### src/logic/pdcs_regs.svh
// Register offsets, field positions and timing counts for power-down control
`ifndef PDCS_REGS_SVH
`define PDCS_REGS_SVH
`define SBY_CTRL_OFS   12'h000
`define LPW_CTRL_OFS   12'h004
`define SBY_STANDBY_SELECT_FLAG_BIT   7
`define SBY_STS_LSB    4
`define SBY_RSV_BIT    3
`define SBY_SCK_LSB    0
`define LPW_DIRECT_TRANSFER_FLAG_BIT   7
`define LPW_LOW_SPEED_FLAG_BIT   6
`define DIV_SEL_MAX    3'h5
`define STS_SEL_MAX    3'h5
`define STAB_BASE      8192
`endif

### src/logic/pdcs_pkg.sv
// Types shared by the power-down clock select block
package pdcs_pkg;
  typedef enum logic [2:0] {
    MODE_ACTIVE   = 3'b000,
    MODE_SLEEP    = 3'b001,
    MODE_STANDBY  = 3'b010,
    MODE_WATCH    = 3'b011,
    MODE_SUBACT   = 3'b100,
    MODE_SUBSLEEP = 3'b101,
    MODE_OSCWAIT  = 3'b110
  } mode_t;
endpackage

### src/logic/power_down_clock_select.sv
// Power-down clock select, stabilization wait and mode sequencer
`timescale 1ns/1ps
`default_nettype none
`include "pdcs_regs.svh"

// Operation
// - Divider select clocks bus master, 000 full
// - Divider select resets to zero
// - Bit above divider reads zero, ignores writes
// - Wait select picks 8192 to 262144 states
// - Direct-transfer flag sampled at sleep
// - Direct-transfer flag resets zero, read/write
// - Active, flag zero: sleep, standby, watch
// - Active, flag one: subactive, sleep, standby
// - Subactive, flag zero: subsleep or watch
// - Subactive, flag one: high-speed, watch or subsleep
// - Standby select zero gives sleep mode, or subsleep from subactive
// - Wait applies when leaving standby, watch, subactive
// - Low-speed flag picks watch exit mode
module power_down_clock_select
  import pdcs_pkg::*;
#(
  parameter int STAB_BASE = `STAB_BASE
) (
  input  wire logic        pclk,          // System clock
  input  wire logic        presetn,       // Async reset, low
  input  wire logic        psel,          // APB select
  input  wire logic        penable,       // APB enable
  input  wire logic        pwrite,        // APB write
  input  wire logic [11:0] paddr,         // APB byte address
  input  wire logic [31:0] pwdata,        // APB write data
  output logic      [31:0] prdata,        // APB read data
  output logic             pready,        // APB ready
  output logic             pslverr,       // APB error
  input  wire logic        sleep_exec,    // Sleep instruction pulse
  input  wire logic        wake_req,      // Cancel request
  output logic             bm_clk_en,     // Bus master clock enable
  output logic             cpu_run,       // Core clocks released
  output logic             main_osc_on,   // Main oscillator on
  output logic             sub_clk_sel,   // Core on subclock
  output logic [2:0]       mode           // Current mode
);

  logic        standby_select_flag_q, standby_select_flag_d;
  logic [2:0]  sts_q, sts_d;
  logic [2:0]  sck_q, sck_d;
  logic        direct_transfer_flag_q, direct_transfer_flag_d;
  logic        low_speed_flag_q, low_speed_flag_d;
  logic [31:0] prdata_q, prdata_d;
  logic        pready_q, pready_d;
  logic        pslverr_q, pslverr_d;
  logic [4:0]  div_cnt_q, div_cnt_d;
  logic [2:0]  div_act_q, div_act_d;
  logic        bm_en_q, bm_en_d;
  mode_t       mode_q, mode_d;
  logic [18:0] stab_cnt_q, stab_cnt_d;
  logic [18:0] stab_tgt;
  logic        tick;
  logic        sby_hit, lpw_hit, wr_go;

  function automatic logic [4:0] div_mask(input logic [2:0] sel);
    div_mask = 5'((6'h01 << sel) - 6'h01);
  endfunction

  function automatic logic [18:0] wait_len(input logic [2:0] sel);
    logic [2:0] s;
    s = (sel > `STS_SEL_MAX) ? `STS_SEL_MAX : sel;
    wait_len = 19'(STAB_BASE) << s;
  endfunction

  assign sby_hit = (paddr == `SBY_CTRL_OFS);
  assign lpw_hit = (paddr == `LPW_CTRL_OFS);
  assign wr_go   = psel && penable && pready_q && pwrite;

  // Register file and bus answer
  always_comb begin
    standby_select_flag_d    = standby_select_flag_q;
    sts_d     = sts_q;
    sck_d     = sck_q;
    direct_transfer_flag_d    = direct_transfer_flag_q;
    low_speed_flag_d    = low_speed_flag_q;
    prdata_d  = prdata_q;
    pslverr_d = 1'b0;
    pready_d  = psel && penable && !pready_q;
    if (pready_d) begin
      pslverr_d = !(sby_hit || lpw_hit);
      prdata_d  = 32'h0000_0000;
      if (sby_hit) begin
        prdata_d[`SBY_STANDBY_SELECT_FLAG_BIT]          = standby_select_flag_q;
        prdata_d[`SBY_STS_LSB +: 3]      = sts_q;
        prdata_d[`SBY_RSV_BIT]           = 1'b0;
        prdata_d[`SBY_SCK_LSB +: 3]      = sck_q;
      end else if (lpw_hit) begin
        prdata_d[`LPW_DIRECT_TRANSFER_FLAG_BIT]          = direct_transfer_flag_q;
        prdata_d[`LPW_LOW_SPEED_FLAG_BIT]          = low_speed_flag_q;
      end
    end
    if (wr_go && sby_hit) begin
      standby_select_flag_d = pwdata[`SBY_STANDBY_SELECT_FLAG_BIT];
      sts_d  = pwdata[`SBY_STS_LSB +: 3];
      sck_d  = pwdata[`SBY_SCK_LSB +: 3];
    end
    if (wr_go && lpw_hit) begin
      direct_transfer_flag_d = pwdata[`LPW_DIRECT_TRANSFER_FLAG_BIT];
      low_speed_flag_d = pwdata[`LPW_LOW_SPEED_FLAG_BIT];
    end
  end

  always_ff @(posedge pclk or negedge presetn) begin
    if (!presetn) begin
      standby_select_flag_q    <= 1'b0;
      sts_q     <= 3'h0;
      sck_q     <= 3'h0;
      direct_transfer_flag_q    <= 1'b0;
      low_speed_flag_q    <= 1'b0;
      prdata_q  <= 32'h0000_0000;
      pready_q  <= 1'b0;
      pslverr_q <= 1'b0;
    end else begin
      standby_select_flag_q    <= standby_select_flag_d;
      sts_q     <= sts_d;
      sck_q     <= sck_d;
      direct_transfer_flag_q    <= direct_transfer_flag_d;
      low_speed_flag_q    <= low_speed_flag_d;
      prdata_q  <= prdata_d;
      pready_q  <= pready_d;
      pslverr_q <= pslverr_d;
    end
  end

  // Bus master divider; new ratio only at a period boundary
  assign tick = (div_cnt_q == div_mask(div_act_q));

  always_comb begin
    div_cnt_d = div_cnt_q + 5'h01;
    div_act_d = div_act_q;
    if (tick) begin
      div_cnt_d = 5'h00;
      if (sck_q <= `DIV_SEL_MAX)
        div_act_d = sck_q;
    end
    bm_en_d = tick && (mode_q == MODE_ACTIVE) && !sleep_exec;
  end

  always_ff @(posedge pclk or negedge presetn) begin
    if (!presetn) begin
      div_cnt_q <= 5'h00;
      div_act_q <= 3'h0;
      bm_en_q   <= 1'b0;
    end else begin
      div_cnt_q <= div_cnt_d;
      div_act_q <= div_act_d;
      bm_en_q   <= bm_en_d;
    end
  end

  // Mode sequencer and oscillation wait
  assign stab_tgt = wait_len(sts_q);

  always_comb begin
    mode_d     = mode_q;
    stab_cnt_d = stab_cnt_q;
    case (mode_q)
      MODE_ACTIVE: begin
        if (sleep_exec) begin
          if (!standby_select_flag_q)
            mode_d = MODE_SLEEP;
          else if (low_speed_flag_q && direct_transfer_flag_q)
            mode_d = MODE_SUBACT;
          else if (low_speed_flag_q)
            mode_d = MODE_WATCH;
          else
            mode_d = MODE_STANDBY;
        end
      end
      MODE_SUBACT: begin
        if (sleep_exec) begin
          if (!standby_select_flag_q)
            mode_d = MODE_SUBSLEEP;
          else if (direct_transfer_flag_q && !low_speed_flag_q)
            mode_d = MODE_OSCWAIT;
          else
            mode_d = MODE_WATCH;
        end
      end
      MODE_SLEEP: begin
        if (wake_req)
          mode_d = MODE_ACTIVE;
      end
      MODE_SUBSLEEP: begin
        if (wake_req)
          mode_d = MODE_SUBACT;
      end
      MODE_STANDBY: begin
        if (wake_req)
          mode_d = MODE_OSCWAIT;
      end
      MODE_WATCH: begin
        if (wake_req)
          mode_d = low_speed_flag_q ? MODE_SUBACT : MODE_OSCWAIT;
      end
      MODE_OSCWAIT: begin
        stab_cnt_d = stab_cnt_q + 19'h00001;
        if (stab_cnt_q == stab_tgt - 19'h00001)
          mode_d = MODE_ACTIVE;
      end
      default: mode_d = MODE_ACTIVE;
    endcase
    if (mode_d == MODE_OSCWAIT && mode_q != MODE_OSCWAIT)
      stab_cnt_d = 19'h00000;
  end

  always_ff @(posedge pclk or negedge presetn) begin
    if (!presetn) begin
      mode_q     <= MODE_ACTIVE;
      stab_cnt_q <= 19'h00000;
    end else begin
      mode_q     <= mode_d;
      stab_cnt_q <= stab_cnt_d;
    end
  end

  // Output flops
  logic cpu_run_q, osc_on_q, sub_sel_q;
  logic [2:0] mode_out_q;

  always_ff @(posedge pclk or negedge presetn) begin
    if (!presetn) begin
      cpu_run_q  <= 1'b1;
      osc_on_q   <= 1'b1;
      sub_sel_q  <= 1'b0;
      mode_out_q <= 3'h0;
    end else begin
      cpu_run_q  <= (mode_d == MODE_ACTIVE) || (mode_d == MODE_SUBACT);
      osc_on_q   <= (mode_d == MODE_ACTIVE) || (mode_d == MODE_SLEEP) ||
                    (mode_d == MODE_OSCWAIT);
      sub_sel_q  <= (mode_d == MODE_SUBACT);
      mode_out_q <= mode_d;
    end
  end

  assign prdata      = prdata_q;
  assign pready      = pready_q;
  assign pslverr     = pslverr_q;
  assign bm_clk_en   = bm_en_q;
  assign cpu_run     = cpu_run_q;
  assign main_osc_on = osc_on_q;
  assign sub_clk_sel = sub_sel_q;
  assign mode        = mode_out_q;

  // Checks
  property p_rsv_zero;
    @(posedge pclk) disable iff (!presetn)
      (pready_d && sby_hit) |=> (prdata_q[3] == 1'b0 && prdata_q[31:8] == 0);
  endproperty
  a_rsv_zero: assert property (p_rsv_zero)
    else $error("reserved bit read nonzero");

  property p_full_rate;
    @(posedge pclk) disable iff (!presetn)
      (mode_q == MODE_ACTIVE && div_act_q == 3'h0 && !sleep_exec)
        |=> bm_en_q;
  endproperty
  a_full_rate: assert property (p_full_rate)
    else $error("full rate enable missing");

  property p_half_rate;
    @(posedge pclk) disable iff (!presetn)
      (bm_en_q && div_act_q == 3'h1 && sck_q == 3'h1) |=> !bm_en_q;
  endproperty
  a_half_rate: assert property (p_half_rate)
    else $error("divide by two broken");

  property p_act_sleep;
    @(posedge pclk) disable iff (!presetn)
      (mode_q == MODE_ACTIVE && sleep_exec && !standby_select_flag_q)
        |=> mode_q == MODE_SLEEP && !cpu_run_q;
  endproperty
  a_act_sleep: assert property (p_act_sleep)
    else $error("sleep not entered");

  property p_act_watch;
    @(posedge pclk) disable iff (!presetn)
      (mode_q == MODE_ACTIVE && sleep_exec && standby_select_flag_q && low_speed_flag_q && !direct_transfer_flag_q)
        |=> mode_q == MODE_WATCH;
  endproperty
  a_act_watch: assert property (p_act_watch)
    else $error("watch not entered");

  property p_act_direct;
    @(posedge pclk) disable iff (!presetn)
      (mode_q == MODE_ACTIVE && sleep_exec && standby_select_flag_q && low_speed_flag_q && direct_transfer_flag_q)
        |=> mode_q == MODE_SUBACT;
  endproperty
  a_act_direct: assert property (p_act_direct)
    else $error("direct subactive missed");

  property p_sub_sleep;
    @(posedge pclk) disable iff (!presetn)
      (mode_q == MODE_SUBACT && sleep_exec && !standby_select_flag_q)
        |=> mode_q == MODE_SUBSLEEP;
  endproperty
  a_sub_sleep: assert property (p_sub_sleep)
    else $error("subsleep not entered");

  property p_sub_direct;
    @(posedge pclk) disable iff (!presetn)
      (mode_q == MODE_SUBACT && sleep_exec && standby_select_flag_q && direct_transfer_flag_q && !low_speed_flag_q)
        |=> mode_q == MODE_OSCWAIT;
  endproperty
  a_sub_direct: assert property (p_sub_direct)
    else $error("direct high-speed missed");

  property p_wait_len;
    @(posedge pclk) disable iff (!presetn)
      (mode_q == MODE_OSCWAIT && stab_cnt_q < stab_tgt - 19'h00001)
        |=> mode_q == MODE_OSCWAIT;
  endproperty
  a_wait_len: assert property (p_wait_len)
    else $error("wait ended early");

  property p_watch_exit;
    @(posedge pclk) disable iff (!presetn)
      (mode_q == MODE_WATCH && wake_req && !low_speed_flag_q)
        |=> mode_q == MODE_OSCWAIT ##1 !cpu_run_q;
  endproperty
  a_watch_exit: assert property (p_watch_exit)
    else $error("watch exit wrong");

endmodule
`default_nettype wire

### config.mk
export PLATFORM = sky130hd
export DESIGN_NAME = power_down_clock_select
export DESIGN_NICKNAME = d
export VERILOG_FILES = /design/src/logic/pdcs_pkg.sv /design/src/logic/power_down_clock_select.sv
export VERILOG_INCLUDE_DIRS = /design/src /design/src/logic
export SDC_FILE = /design/constraint.sdc
export NUM_CORES = 1
export LEC_CHECK = 0
export ABC_AREA = 1
export BUFFER_PORTS_ARGS = -buffer_cell sky130_fd_sc_hd__buf_2
export CORE_AREA = 10 10 97 99
export DETAILED_ROUTE_END_ITERATION = 16
export DIE_AREA = 0 0 107 109
export PLACE_DENSITY_LB_ADDON = 0.12
export SLEW_MARGIN = 20
export SYNTH_ARGS = -nofsm -noshare
export SYNTH_HDL_FRONTEND = slang
export SYNTH_SLANG_ARGS = --single-unit
### constraint.sdc
create_clock -name pclk -period 1.99 [get_ports pclk]
set_input_delay 0.0995 -clock pclk [delete_from_list [all_inputs] [get_ports pclk]]
set_output_delay 0.0995 -clock pclk [all_outputs]
set_load 0.05 [all_outputs]
# ---- Yosys cells after proc, flatten, opt, wreduce, memory -nomap -nowiden
# Index checks and enable logic that the tools add are counted.
dict set report classes {
  addsub 4
  magnitude_cmp 2
  eq_ne 13
  shifts 2
  n_mux 22
  n_reduce_logical 24
}
# op count
set ops {}
lappend ops {{$mux W19} 2}
lappend ops {{$mux W3} 12}
lappend ops {{$pmux W3 S7} 1}
lappend ops {{$add A19 B1 Y19 const B} 1}
lappend ops {{$eq A19 B19 Y1} 1}
lappend ops {{$shl A14 B3 Y19 const A} 1}
lappend ops {{$sub A19 B1 Y19 const B} 1}
lappend ops {{$eq A3 B3 Y1 const B} 5}
lappend ops {{$eq A12 B3 Y1 const B} 1}
lappend ops {{$logic_not A12 Y1} 1}
lappend ops {{$logic_and A1 B1 Y1} 11}
lappend ops {{$eq A3 B1 Y1 const B} 2}
lappend ops {{$eq A3 B2 Y1 const B} 2}
lappend ops {{$logic_not A3 Y1} 2}
lappend ops {{$mux W2} 3}
lappend ops {{$mux W6} 1}
lappend ops {{$add A5 B1 Y5 const B} 1}
lappend ops {{$eq A5 B5 Y1} 1}
lappend ops {{$mux W5} 1}
lappend ops {{$shl A1 B3 Y5 const A} 1}
lappend ops {{$sub A5 B1 Y5 const B} 1}
lappend ops {{$logic_not A1 Y1} 4}
lappend ops {{$logic_or A1 B1 Y1} 4}
lappend ops {{$gt A3 B3 Y1 const B} 1}
lappend ops {{5 further kinds} 6}
dict set report totals {
  register_bits 53
  input_bits 51
  output_inout_bits 41
  word_cells 83
}

# ---- Logic depth before layout (Yosys ltp)
# Gate-level depths: netlist of run 1.
dict set report logic_depth {
  ltp_word 10
  ltp_mapped 15
  mapped_depth_nobuf 15
}

# ---- Worst setup path before layout of run 1
# No wires, ideal clock.
dict set report synth_path {
  kind {register to register}
  start {reg mode[2] (netlist name)}
  end {reg stab_cnt_q[17]}
  setup_ps 123
  arrival_ps 1836
  required_time_ps 1867
  setup_slack_ps 31
  stages_incl_launch_ff 11
  n_path_buf 1
  synth_period_minus_slack_ps 1959
  cell_sequence {dfrtp_1 buf_2 nand3_4 nor2_1 inv_1 nor3_2 nand4_1 inv_1 nand2_1 o21ai_0 o21ai_1}
}
# item line_no
set synth_rtl {}
lappend synth_rtl {{end signal, assigned} power_down_clock_select.sv:219} ;# stab_cnt_q <= stab_cnt_d;
lappend synth_rtl {{end, declared} power_down_clock_select.sv:56} ;# logic [18:0] stab_cnt_q, stab_cnt_d;

# ---- Worst setup path in the final report of run 1
dict set report layout_path {
  start {reg sts_q[1]}
  end {reg stab_cnt_q[5]}
}
dict set report layout_between {
  elab_chain_len 10
  word_cells_on_any_way 11
  cone_classes {1 x add/sub; 1 x order compare; 2 x eq/ne; 1 x shift; 4 x mux; 2 x reduce/logical}
}
# item line_no
set layout_rtl {}
lappend layout_rtl {{start, declared} power_down_clock_select.sv:45} ;# logic [2:0] sts_q, sts_d;
lappend layout_rtl {{start signal, assigned} power_down_clock_select.sv:121} ;# sts_q <= sts_d;
lappend layout_rtl {{$gt A3 B3 Y1 (no line)} -}
lappend layout_rtl {{$mux W3 (*)} power_down_clock_select.sv:67} ;# s = (sel > `STS_SEL_MAX) ? `STS_SEL_MAX : sel;
lappend layout_rtl {{$shl A14 B3 Y19 (*)} power_down_clock_select.sv:68} ;# wait_len = 19'(STAB_BASE) << s;
lappend layout_rtl {{$sub A19 B1 Y19 (*)} power_down_clock_select.sv:204} ;# if (stab_cnt_q == stab_tgt - 19'h00001)
lappend layout_rtl {{$eq A19 B19 Y1 (*)} power_down_clock_select.sv:204}
lappend layout_rtl {{$mux W3 (*)} power_down_clock_select.sv:204}
lappend layout_rtl {{$pmux W3 S7 (*)} power_down_clock_select.sv:163} ;# case (mode_q)
lappend layout_rtl {{net mode_d[1]} power_down_clock_select.sv:55} ;# mode_t mode_q, mode_d;
lappend layout_rtl {{$eq A3 B3 Y1 (*)} power_down_clock_select.sv:209} ;# if (mode_d == MODE_OSCWAIT && mode_q != MODE_OSCWAIT)
lappend layout_rtl {{$logic_and A1 B1 Y1 (*)} power_down_clock_select.sv:209}
lappend layout_rtl {{$mux W19 or $reduce_bool A2 Y1 (tied branches)} -}
# The timed path passes the listed nets; every way through them passes the cells marked *.
# A chain may end at the register's enable or synchronous reset.

==> reports/summary.txt, run 1 <==
RUN STATUS
--------------------------------------------------------------------------------
Status                                                              complete, but fails checks
Violations in the final reports                                     negative setup slack

GLOBAL ROUTING
--------------------------------------------------------------------------------
GRT Util Overall                                                          12.09%
Total global routing overflow                                                  0
Antenna violations before repair                                               0
Global routing met2 resource utilization                                  22.61%
Met1 demand-to-capacity share in global routing                           13.36%
Pin count of the biggest net entering global routing                          53
Met3 global-route usage                                                   2.891%
Layer with the highest usage after global routing                           met2
Global-route wire length before repair                                  11.74 mm
Number of global-route vias before repair                                  2,570

CELLS AND AREA
--------------------------------------------------------------------------------
Final standard cell count with taps included and fillers excluded            549
Final cell utilization of the core                                        47.41%
Proportion of layout cells with a drive suffix above 1                    21.70%
Number of nets in the layout                                                 500
Ant diodes                                                                     0
Most frequent cells in the layout                                   nand2_1, inv_1, dfrtp_1, buf_2, nor2_1
Post-synthesis to final-layout area growth                                18.10%
Commonest non-fill, non-tap cell in the layout                           nand2_1

FLOORPLAN
--------------------------------------------------------------------------------
Die outline height                                                        109 µm
X dimension of the die                                                    107 µm
Starting density of the core                                              40.14%
Row cnt                                                                       32
Top-level I/O count                                                           92
Die Outline Area                                                      11,660 µm²
Placeable core region                                                   7527 µm²

DETAILED ROUTING
--------------------------------------------------------------------------------
Number of iterations in the first detailed-routing pass                        4
Residual DRC                                                                   0
Final wirelength                                                        6.784 mm
Drt first-iter violations                                                     83
Vias per cell                                                              4.546
Remaining antenna violation count                                              0
Routed wirelength normalized by instance count                          12.36 µm
Vias post-DR                                                               2,496

TIMING
--------------------------------------------------------------------------------
Setup slack of the critical path after layout                          -2.888 ps
Period utilisation layout                                                 100.1%
Number of pins exceeding their max-slew limit in the final report              0
Final number of hold-violating endpoints                                       0
Final setup violation count                                                    1
Setup repair after global routing missed its margin                         true
Time the worst path needs with I/O delays and setup                      1993 ps
Maximum operating frequency                                            501.8 MHz
Clock tree skew after final layout                                      9.910 ps

CRITICAL PATH
--------------------------------------------------------------------------------
Type of the worst setup path                                             reg2reg
Cell type with the highest occurrence count on the critical path          nor2_2
CP required                                                              2240 ps
Type of destination of the critical path                                register
Largest incremental delay on the critical path                            400 ps
Critical Path, Cell by Cell                                         nor2_2 -> nand2_2 -> ha_4 -> nor2_2 -> nor2_1 -> nand3_1 -> nor2_2 -> nand3_2 -> nand2_4 -> nand2_4 -> nand3_4 -> nand2_8 -> clkinv_4 -> nand2_1 -> nand2_1
Arrival time reported for the critical path endpoint                     2250 ps
Crit-path slowest cell                                                   dfrtp_1
CP Max Fanout                                                                  9
Crit start category                                                     register

MIN PATH
--------------------------------------------------------------------------------
Worst hold path type                                                      in2reg

SYNTH
--------------------------------------------------------------------------------
Post-synthesis average cell area                                       7.889 µm²
Number of cells produced by synthesis                                        383
FF+latch count, synth                                                         52
Warnings from Yosys                                                            0
Proportion of synthesized chip area in sequential cells                   43.15%
Ys flop type                                                             dfrtp_1
Count of flip-flops with a built-in enable after synthesis                     0
Synth async-reset ratio                                                   100.0%
Post-Synthesis Cell Area                                                3022 µm²
Cell variety after synth                                                      34

CTS
--------------------------------------------------------------------------------
Cell chosen for the clock root                                          clkbuf_8
CTS max path bufs                                                              2
Clock insertion delay at the later pin of the skew report                 310 ps
Clock tree sinks                                                              52
H-Tree Depth                                                                   2
Clock slew at reported path FFs                                           100 ps
Number of CTS-inserted buffers                                                 5
TritonCTS clock tree                                                         yes

PLACEMENT
--------------------------------------------------------------------------------
DP HPWL                                                                 5.239 mm
Buffers on Ports                                                              41
Placed Instances                                                             536
Final GP Congestion                                                       0.8778

RUN
--------------------------------------------------------------------------------
Reported max-cap violation count                                               0

POWER
--------------------------------------------------------------------------------
Areal power density over the cells                                  567.7 nW/µm²
Standby leakage power                                                   1.820 nW
Maximum resistive drop on vdd                                           289.1 µV

[flip-flops by register name, summed over array words and instances (netlist names)]
| signal | flops |
|---|---|
| stab_cnt_q | 19 |
| prdata | 7 |
| div_cnt_q | 5 |
| div_act_q | 3 |
| mode | 3 |
| sck_q | 3 |
| sts_q | 3 |
| bm_clk_en | 1 |
| cpu_run | 1 |
| direct_transfer_flag_q | 1 |
| low_speed_flag_q | 1 |
| main_osc_on | 1 |
| pready | 1 |
| pslverr | 1 |
| standby_select_flag_q | 1 |
| sub_clk_sel | 1 |
[cell families after synthesis]
family                   after synthesis  share of synthesized area, %
XOR/XNOR                              16                         4.638
AO/OA/AOI/OAI                         39                         7.205
adder cells (fa/ha/maj)                3                         1.242
buffers and inverters                 82                         13.54
flip-flops                            52                         43.15
AND/OR/NAND/NOR                      190                         30.10
other                                  1                        0.1241
[layout make-up]
type                    count  area, µm²
clock buffers               6      72.57
clock inverters             2      16.27
well taps                 102      127.6
repair buffers             61      392.9
multi-input cells         273       1451
fillers                   787       3959
flip-flops and latches     52       1304
inverters                  53      203.9
[stage by stage]
| stage | instance area [µm²] | TNS [ps] | hold WS (ps) | total power, mW | worst slack [ps] |
|---|---|---|---|---|---|
| floorplan | 3112 | 0 | -196.1 | 1.377 | 30.57 |
| global placement | 3377 | -209.4 | 117.8 | 1.409 | -39.22 |
| detailed placement | 3377 | -468.4 | 119.6 | 1.413 | -62.32 |
| CTS | 3543 | -255.3 | 22.14 | 2.057 | -43.67 |
| global route | 3568 | -2418 | 33.43 | 2.129 | -190.8 |
| finish | 3568 | -2.888 | 30.31 | 2.026 | -2.888 |
[worst paths after layout]
| kind | from | endpoint | slack [ps] | depth (start not counted) |
|---|---|---|---|---|
| max | sts_q[1] | stab_cnt_q[5] | -3 | 15 |
| min | pwdata[4] | sts_q[0] | 30 | 3 |
| max reg2reg | sts_q[1] | stab_cnt_q[5] | -3 | 15 |
| min reg2reg | prdata[5] | prdata[5] | 490 | 2 |
| max in group asynchronous | presetn | main_osc_on | 1400 | 3 |
| min in group asynchronous | presetn | sts_q[1] | 290 | 3 |
[what timing repair did]
item | 4_1_cts | 5_1_grt
resized for setup | 8 | 7
pin swaps | 1 | 2
endpoints found under the hold margin | 51 | 0
buffers inserted | 3 | 0
setup endpoints to repair | 20 | 22
hold buffers | 2 | 0
[critical path, delay by kind of cell, from the launching register on]
family	cells	cell delay, ps
DFF	1	400
adders and majority gates	1	280
buffers and inverters	1	80
and+or+nand+nor	13	1160
[layer usage]
layer / vias up / part of all wire [%]
li1: 1297 / -
met1: 1152 / 44
met2: 39 / 51
met3: 8 / 3.8
met4: 0 / 0.90
met5: - / 0
[synth_stat cells, types with 3 or more instances]
master,n,share of area (%)
nand2_1,81,10
inv_1,52,6.5
dfrtp_1,50,41
nor2_1,43,5.3
buf_4,25,6.2
nand3_1,22,3.6
nor3_1,16,2.7
o21ai_0,15,2.5
a21oi_1,11,1.8
xor2_1,11,3.2
nand4_1,6,1.2
o31ai_1,5,1.2
xnor2_1,5,1.4
nand2_4,4,1.5
ha_1,3,1.2
nand3_2,3,0.99
nor4_1,3,0.62
o21ai_1,3,0.50
[where the power goes]
part / internal, mW / switching (mW) / leakage [nW]
Sequential: 1.08 / 0.0243 / 0.643
Combinational: 0.0704 / 0.217 / 1.14
Clock: 0.252 / 0.383 / 0.0414
Total: 1.40 / 0.625 / 1.82
(Power assumes the default switching activity.)
==> run 2: changes to the inputs <==
PLACE_DENSITY = 0.68   (was not set)
PLACE_DENSITY_LB_ADDON = not set   (was 0.12)
SKIP_CTS_REPAIR_TIMING = 1   (was not set)
==> reports/summary.txt, run 2 (synthesized netlist as in run 1, its figures left out) <==
TIMING
--------------------------------------------------------------------------------
Period utilisation layout                                                 101.2%   +1.1 points
Slew headroom                                                             56.06%
Number of pins exceeding their max-slew limit in the final report              0   unchanged
Final number of hold-violating endpoints                                       0   unchanged
Setup slack of the critical path after layout                          -24.59 ps   -21.71 ps
Slew @ Worst Pin                                                        659.1 ps
Time the worst path needs with I/O delays and setup                      2015 ps   +21.71 ps
Clock tree skew after final layout                                      7.585 ps   -2.324 ps
Setup repair after global routing missed its margin                         true
Final setup violation count                                                    6   +5
Maximum operating frequency                                            496.4 MHz   -1.1%
Fin Hold WS                                                             34.54 ps   +4.234 ps

CELLS AND AREA
--------------------------------------------------------------------------------
Register area                                                           1304 µm²   unchanged
Ant diodes                                                                     0   unchanged
Most frequent cells in the layout                                   nand2_1, inv_1, dfrtp_1, nor2_1, buf_2
Proportion of layout cells with a drive suffix above 1                    22.47%   +0.77 points
Max FFs per register                                                          19   unchanged
Final cell utilization of the core                                        47.34%   -0.067 points
Final standard cell count with taps included and fillers excluded            547   -0.36%
Number of nets in the layout                                                 498   -0.40%
Register bank with the most flops                                     stab_cnt_q
Commonest non-fill, non-tap cell in the layout                           nand2_1
Post-synthesis to final-layout area growth                                17.93%
Area occupied by multi-input gates                                      1480 µm²   +2.0%
Filler Cell Count                                                            759   -3.6%

CRITICAL PATH
--------------------------------------------------------------------------------
Worst path bufs/invs                                                           0   -1
Crit-path slowest cell                                                   dfrtp_1
Worst reg2reg setup slack                                                 -20 ps   -20 ps
Endpoint of the worst register-to-register path                     stab_cnt_q[11]
Crit path max-delay family                                          simple AND/OR/NAND/NOR gates
Crit start category                                                     register
Type of destination of the critical path                                register
Critical Path, Cell by Cell                                         nor2_2 -> nand2_2 -> ha_4 -> nor2_1 -> nor2_1 -> nand3_1 -> nor2_2 -> nand3_2 -> nand2_4 -> nand2_4 -> nand3_4 -> nand2_8 -> nand3_1 -> nand2_1
R2R cell count                                                                14   -1
R2r startpoint                                                          sts_q[0]
Largest incremental delay on the critical path                            410 ps   about the same
CP Max Fanout                                                                  5   -4
Type of the worst setup path                                             reg2reg
Arrival time reported for the critical path endpoint                     2230 ps   -20 ps
CP required                                                              2200 ps   -40 ps

CTS
--------------------------------------------------------------------------------
CTS max path bufs                                                              2   unchanged
H-Tree Depth                                                                   2   unchanged
Cell chosen for the clock root                                          clkbuf_8
Number of CTS-inserted buffers                                                 5   unchanged
TritonCTS clock tree                                                         yes
Clock insertion delay at the later pin of the skew report                 320 ps   about the same
Clock slew at reported path FFs                                           100 ps   about the same
Clock tree sinks                                                              52   unchanged

POWER
--------------------------------------------------------------------------------
Reg power frac                                                             54.1%   -0.4 points
Cell-internal power                                                     1.415 mW   +0.99%
Sw Pwr                                                                  624.7 µW   about the same
Areal power density over the cells                                  572.4 nW/µm²   +0.83%
Gate power share                                                           15.2%   +1.0 points
Switching Share                                                           30.63%   -0.20 points
Maximum resistive drop on vdd                                           275.3 µV   -4.8%
Proportion of power drawn by the clock network                             30.7%   -0.6 points
Standby leakage power                                                   1.845 nW   +1.3%

MIN PATH
--------------------------------------------------------------------------------
Worst hold path type                                                      in2reg
Worst Hold Endpoint                                                     sck_q[2]
Instance count along the most critical hold path                               3   unchanged
Worst hold start                                                       pwdata[2]

DETAILED ROUTING
--------------------------------------------------------------------------------
Residual DRC                                                                   0   unchanged
Vias per cell                                                              4.614   +1.5%
Routed wirelength normalized by instance count                          12.58 µm   +1.8%
Number of iterations in the first detailed-routing pass                        4   unchanged
Vias post-DR                                                               2,524   +1.1%
Remaining antenna violation count                                              0   unchanged
Final wirelength                                                        6.880 mm   +1.4%
Drt first-iter violations                                                    110   +33%

FLOORPLAN
--------------------------------------------------------------------------------
Starting density of the core                                              40.14%   unchanged
Top-level I/O count                                                           92   unchanged
Die outline height                                                        109 µm   unchanged
X dimension of the die                                                    107 µm   unchanged
Placeable core region                                                   7527 µm²   unchanged
Die Outline Area                                                      11,660 µm²   unchanged
Row cnt                                                                       32   unchanged

PLACEMENT
--------------------------------------------------------------------------------
Final GP Congestion                                                       0.8292   -5.5%
Placed Instances                                                             534   -0.37%
Post-Place Setup Slack                                                 -31.12 ps   +31.20 ps
Buffers on Ports                                                              41   unchanged
DP HPWL                                                                 5.176 mm   -1.2%

RUN
--------------------------------------------------------------------------------
Reported max-cap violation count                                               0   unchanged

RUN STATUS
--------------------------------------------------------------------------------
Violations in the final reports                                     negative setup slack
Status                                                              complete, but fails checks

GLOBAL ROUTING
--------------------------------------------------------------------------------
Met1 demand-to-capacity share in global routing                           13.09%   -0.26 points
Number of global-route vias before repair                                  2,496   -2.9%
Global-route wire length before repair                                  11.46 mm   -2.4%
Layer with the highest usage after global routing                           met2
Total global routing overflow                                                  0   unchanged
Antenna violations before repair                                               0   unchanged
Pin count of the biggest net entering global routing                          53   unchanged
Global routing met2 resource utilization                                  21.25%   -1.4 points
GRT Util Overall                                                          11.76%   -0.33 points
Met3 global-route usage                                                   3.304%   +0.41 points

[run 2: cell count changes in the layout (fill, tap and decap cells not counted), sizes merged]
cell	delta
buf	-3
clkbuf	-1
inv	+1
nand2	+1
[run 2: worst reg2reg max path, delay by kind of cell, from the launching register on]
family | cells | cell delay (ps)
simple gates | 13 | 1220
fa+ha+maj | 1 | 270
flops | 1 | 410
[run 2: layout make-up]
cell class,count,share of cell area (%)
multi-input combinational,274,41.54
sequential,52,36.59
tap,102,3.581
inverter,53,5.934
timing repair buffer,58,9.831
clock inverter,3,0.5969
clock buffer,5,1.931
[run 2: power groups by stage]
stage          Clock, mW  Combinational [mW]  Sequential (mW)
2_1_floorplan          0               0.249             1.13
3_3_place_gp           0               0.298             1.12
3_5_place_dp           0               0.307             1.12
4_1_cts            0.656               0.308             1.10
5_1_grt            0.697               0.340             1.11
6_report           0.627               0.310             1.10
[run 2: how the worst max path moves through the flow]
stage / start / end / slack (ps) / cells after the start
global route: sts_q[0] / stab_cnt_q[6] / -170 / 15
floorplan: mode[2] / stab_cnt_q[17] / 30 / 10
global placement: sts_q[1] / stab_cnt_q[5] / 30 / 15
CTS: sts_q[1] / stab_cnt_q[9] / -70 / 15
detailed placement: sts_q[1] / stab_cnt_q[9] / -30 / 15
finish: sts_q[0] / stab_cnt_q[11] / -20 / 14
[run 2: routing by layer]
metal  vias to the layer above  part of all wire, %
met5                         -                    0
li1                       1294                    -
met4                         0                  1.3
met2                        56                   52
met3                         7                  6.4
met1                      1167                   41
[run 2: per-stage QoR]
stage                     total power, mW  instance area (µm²)  TNS (ps)
after floorplan                     1.377                 3112         0
after global placement              1.423                 3349         0
after detailed placement            1.431                 3349    -161.7
after CTS                           2.068                 3440    -509.0
after global routing                2.144                 3563     -2340
final                               2.040                 3563    -105.4
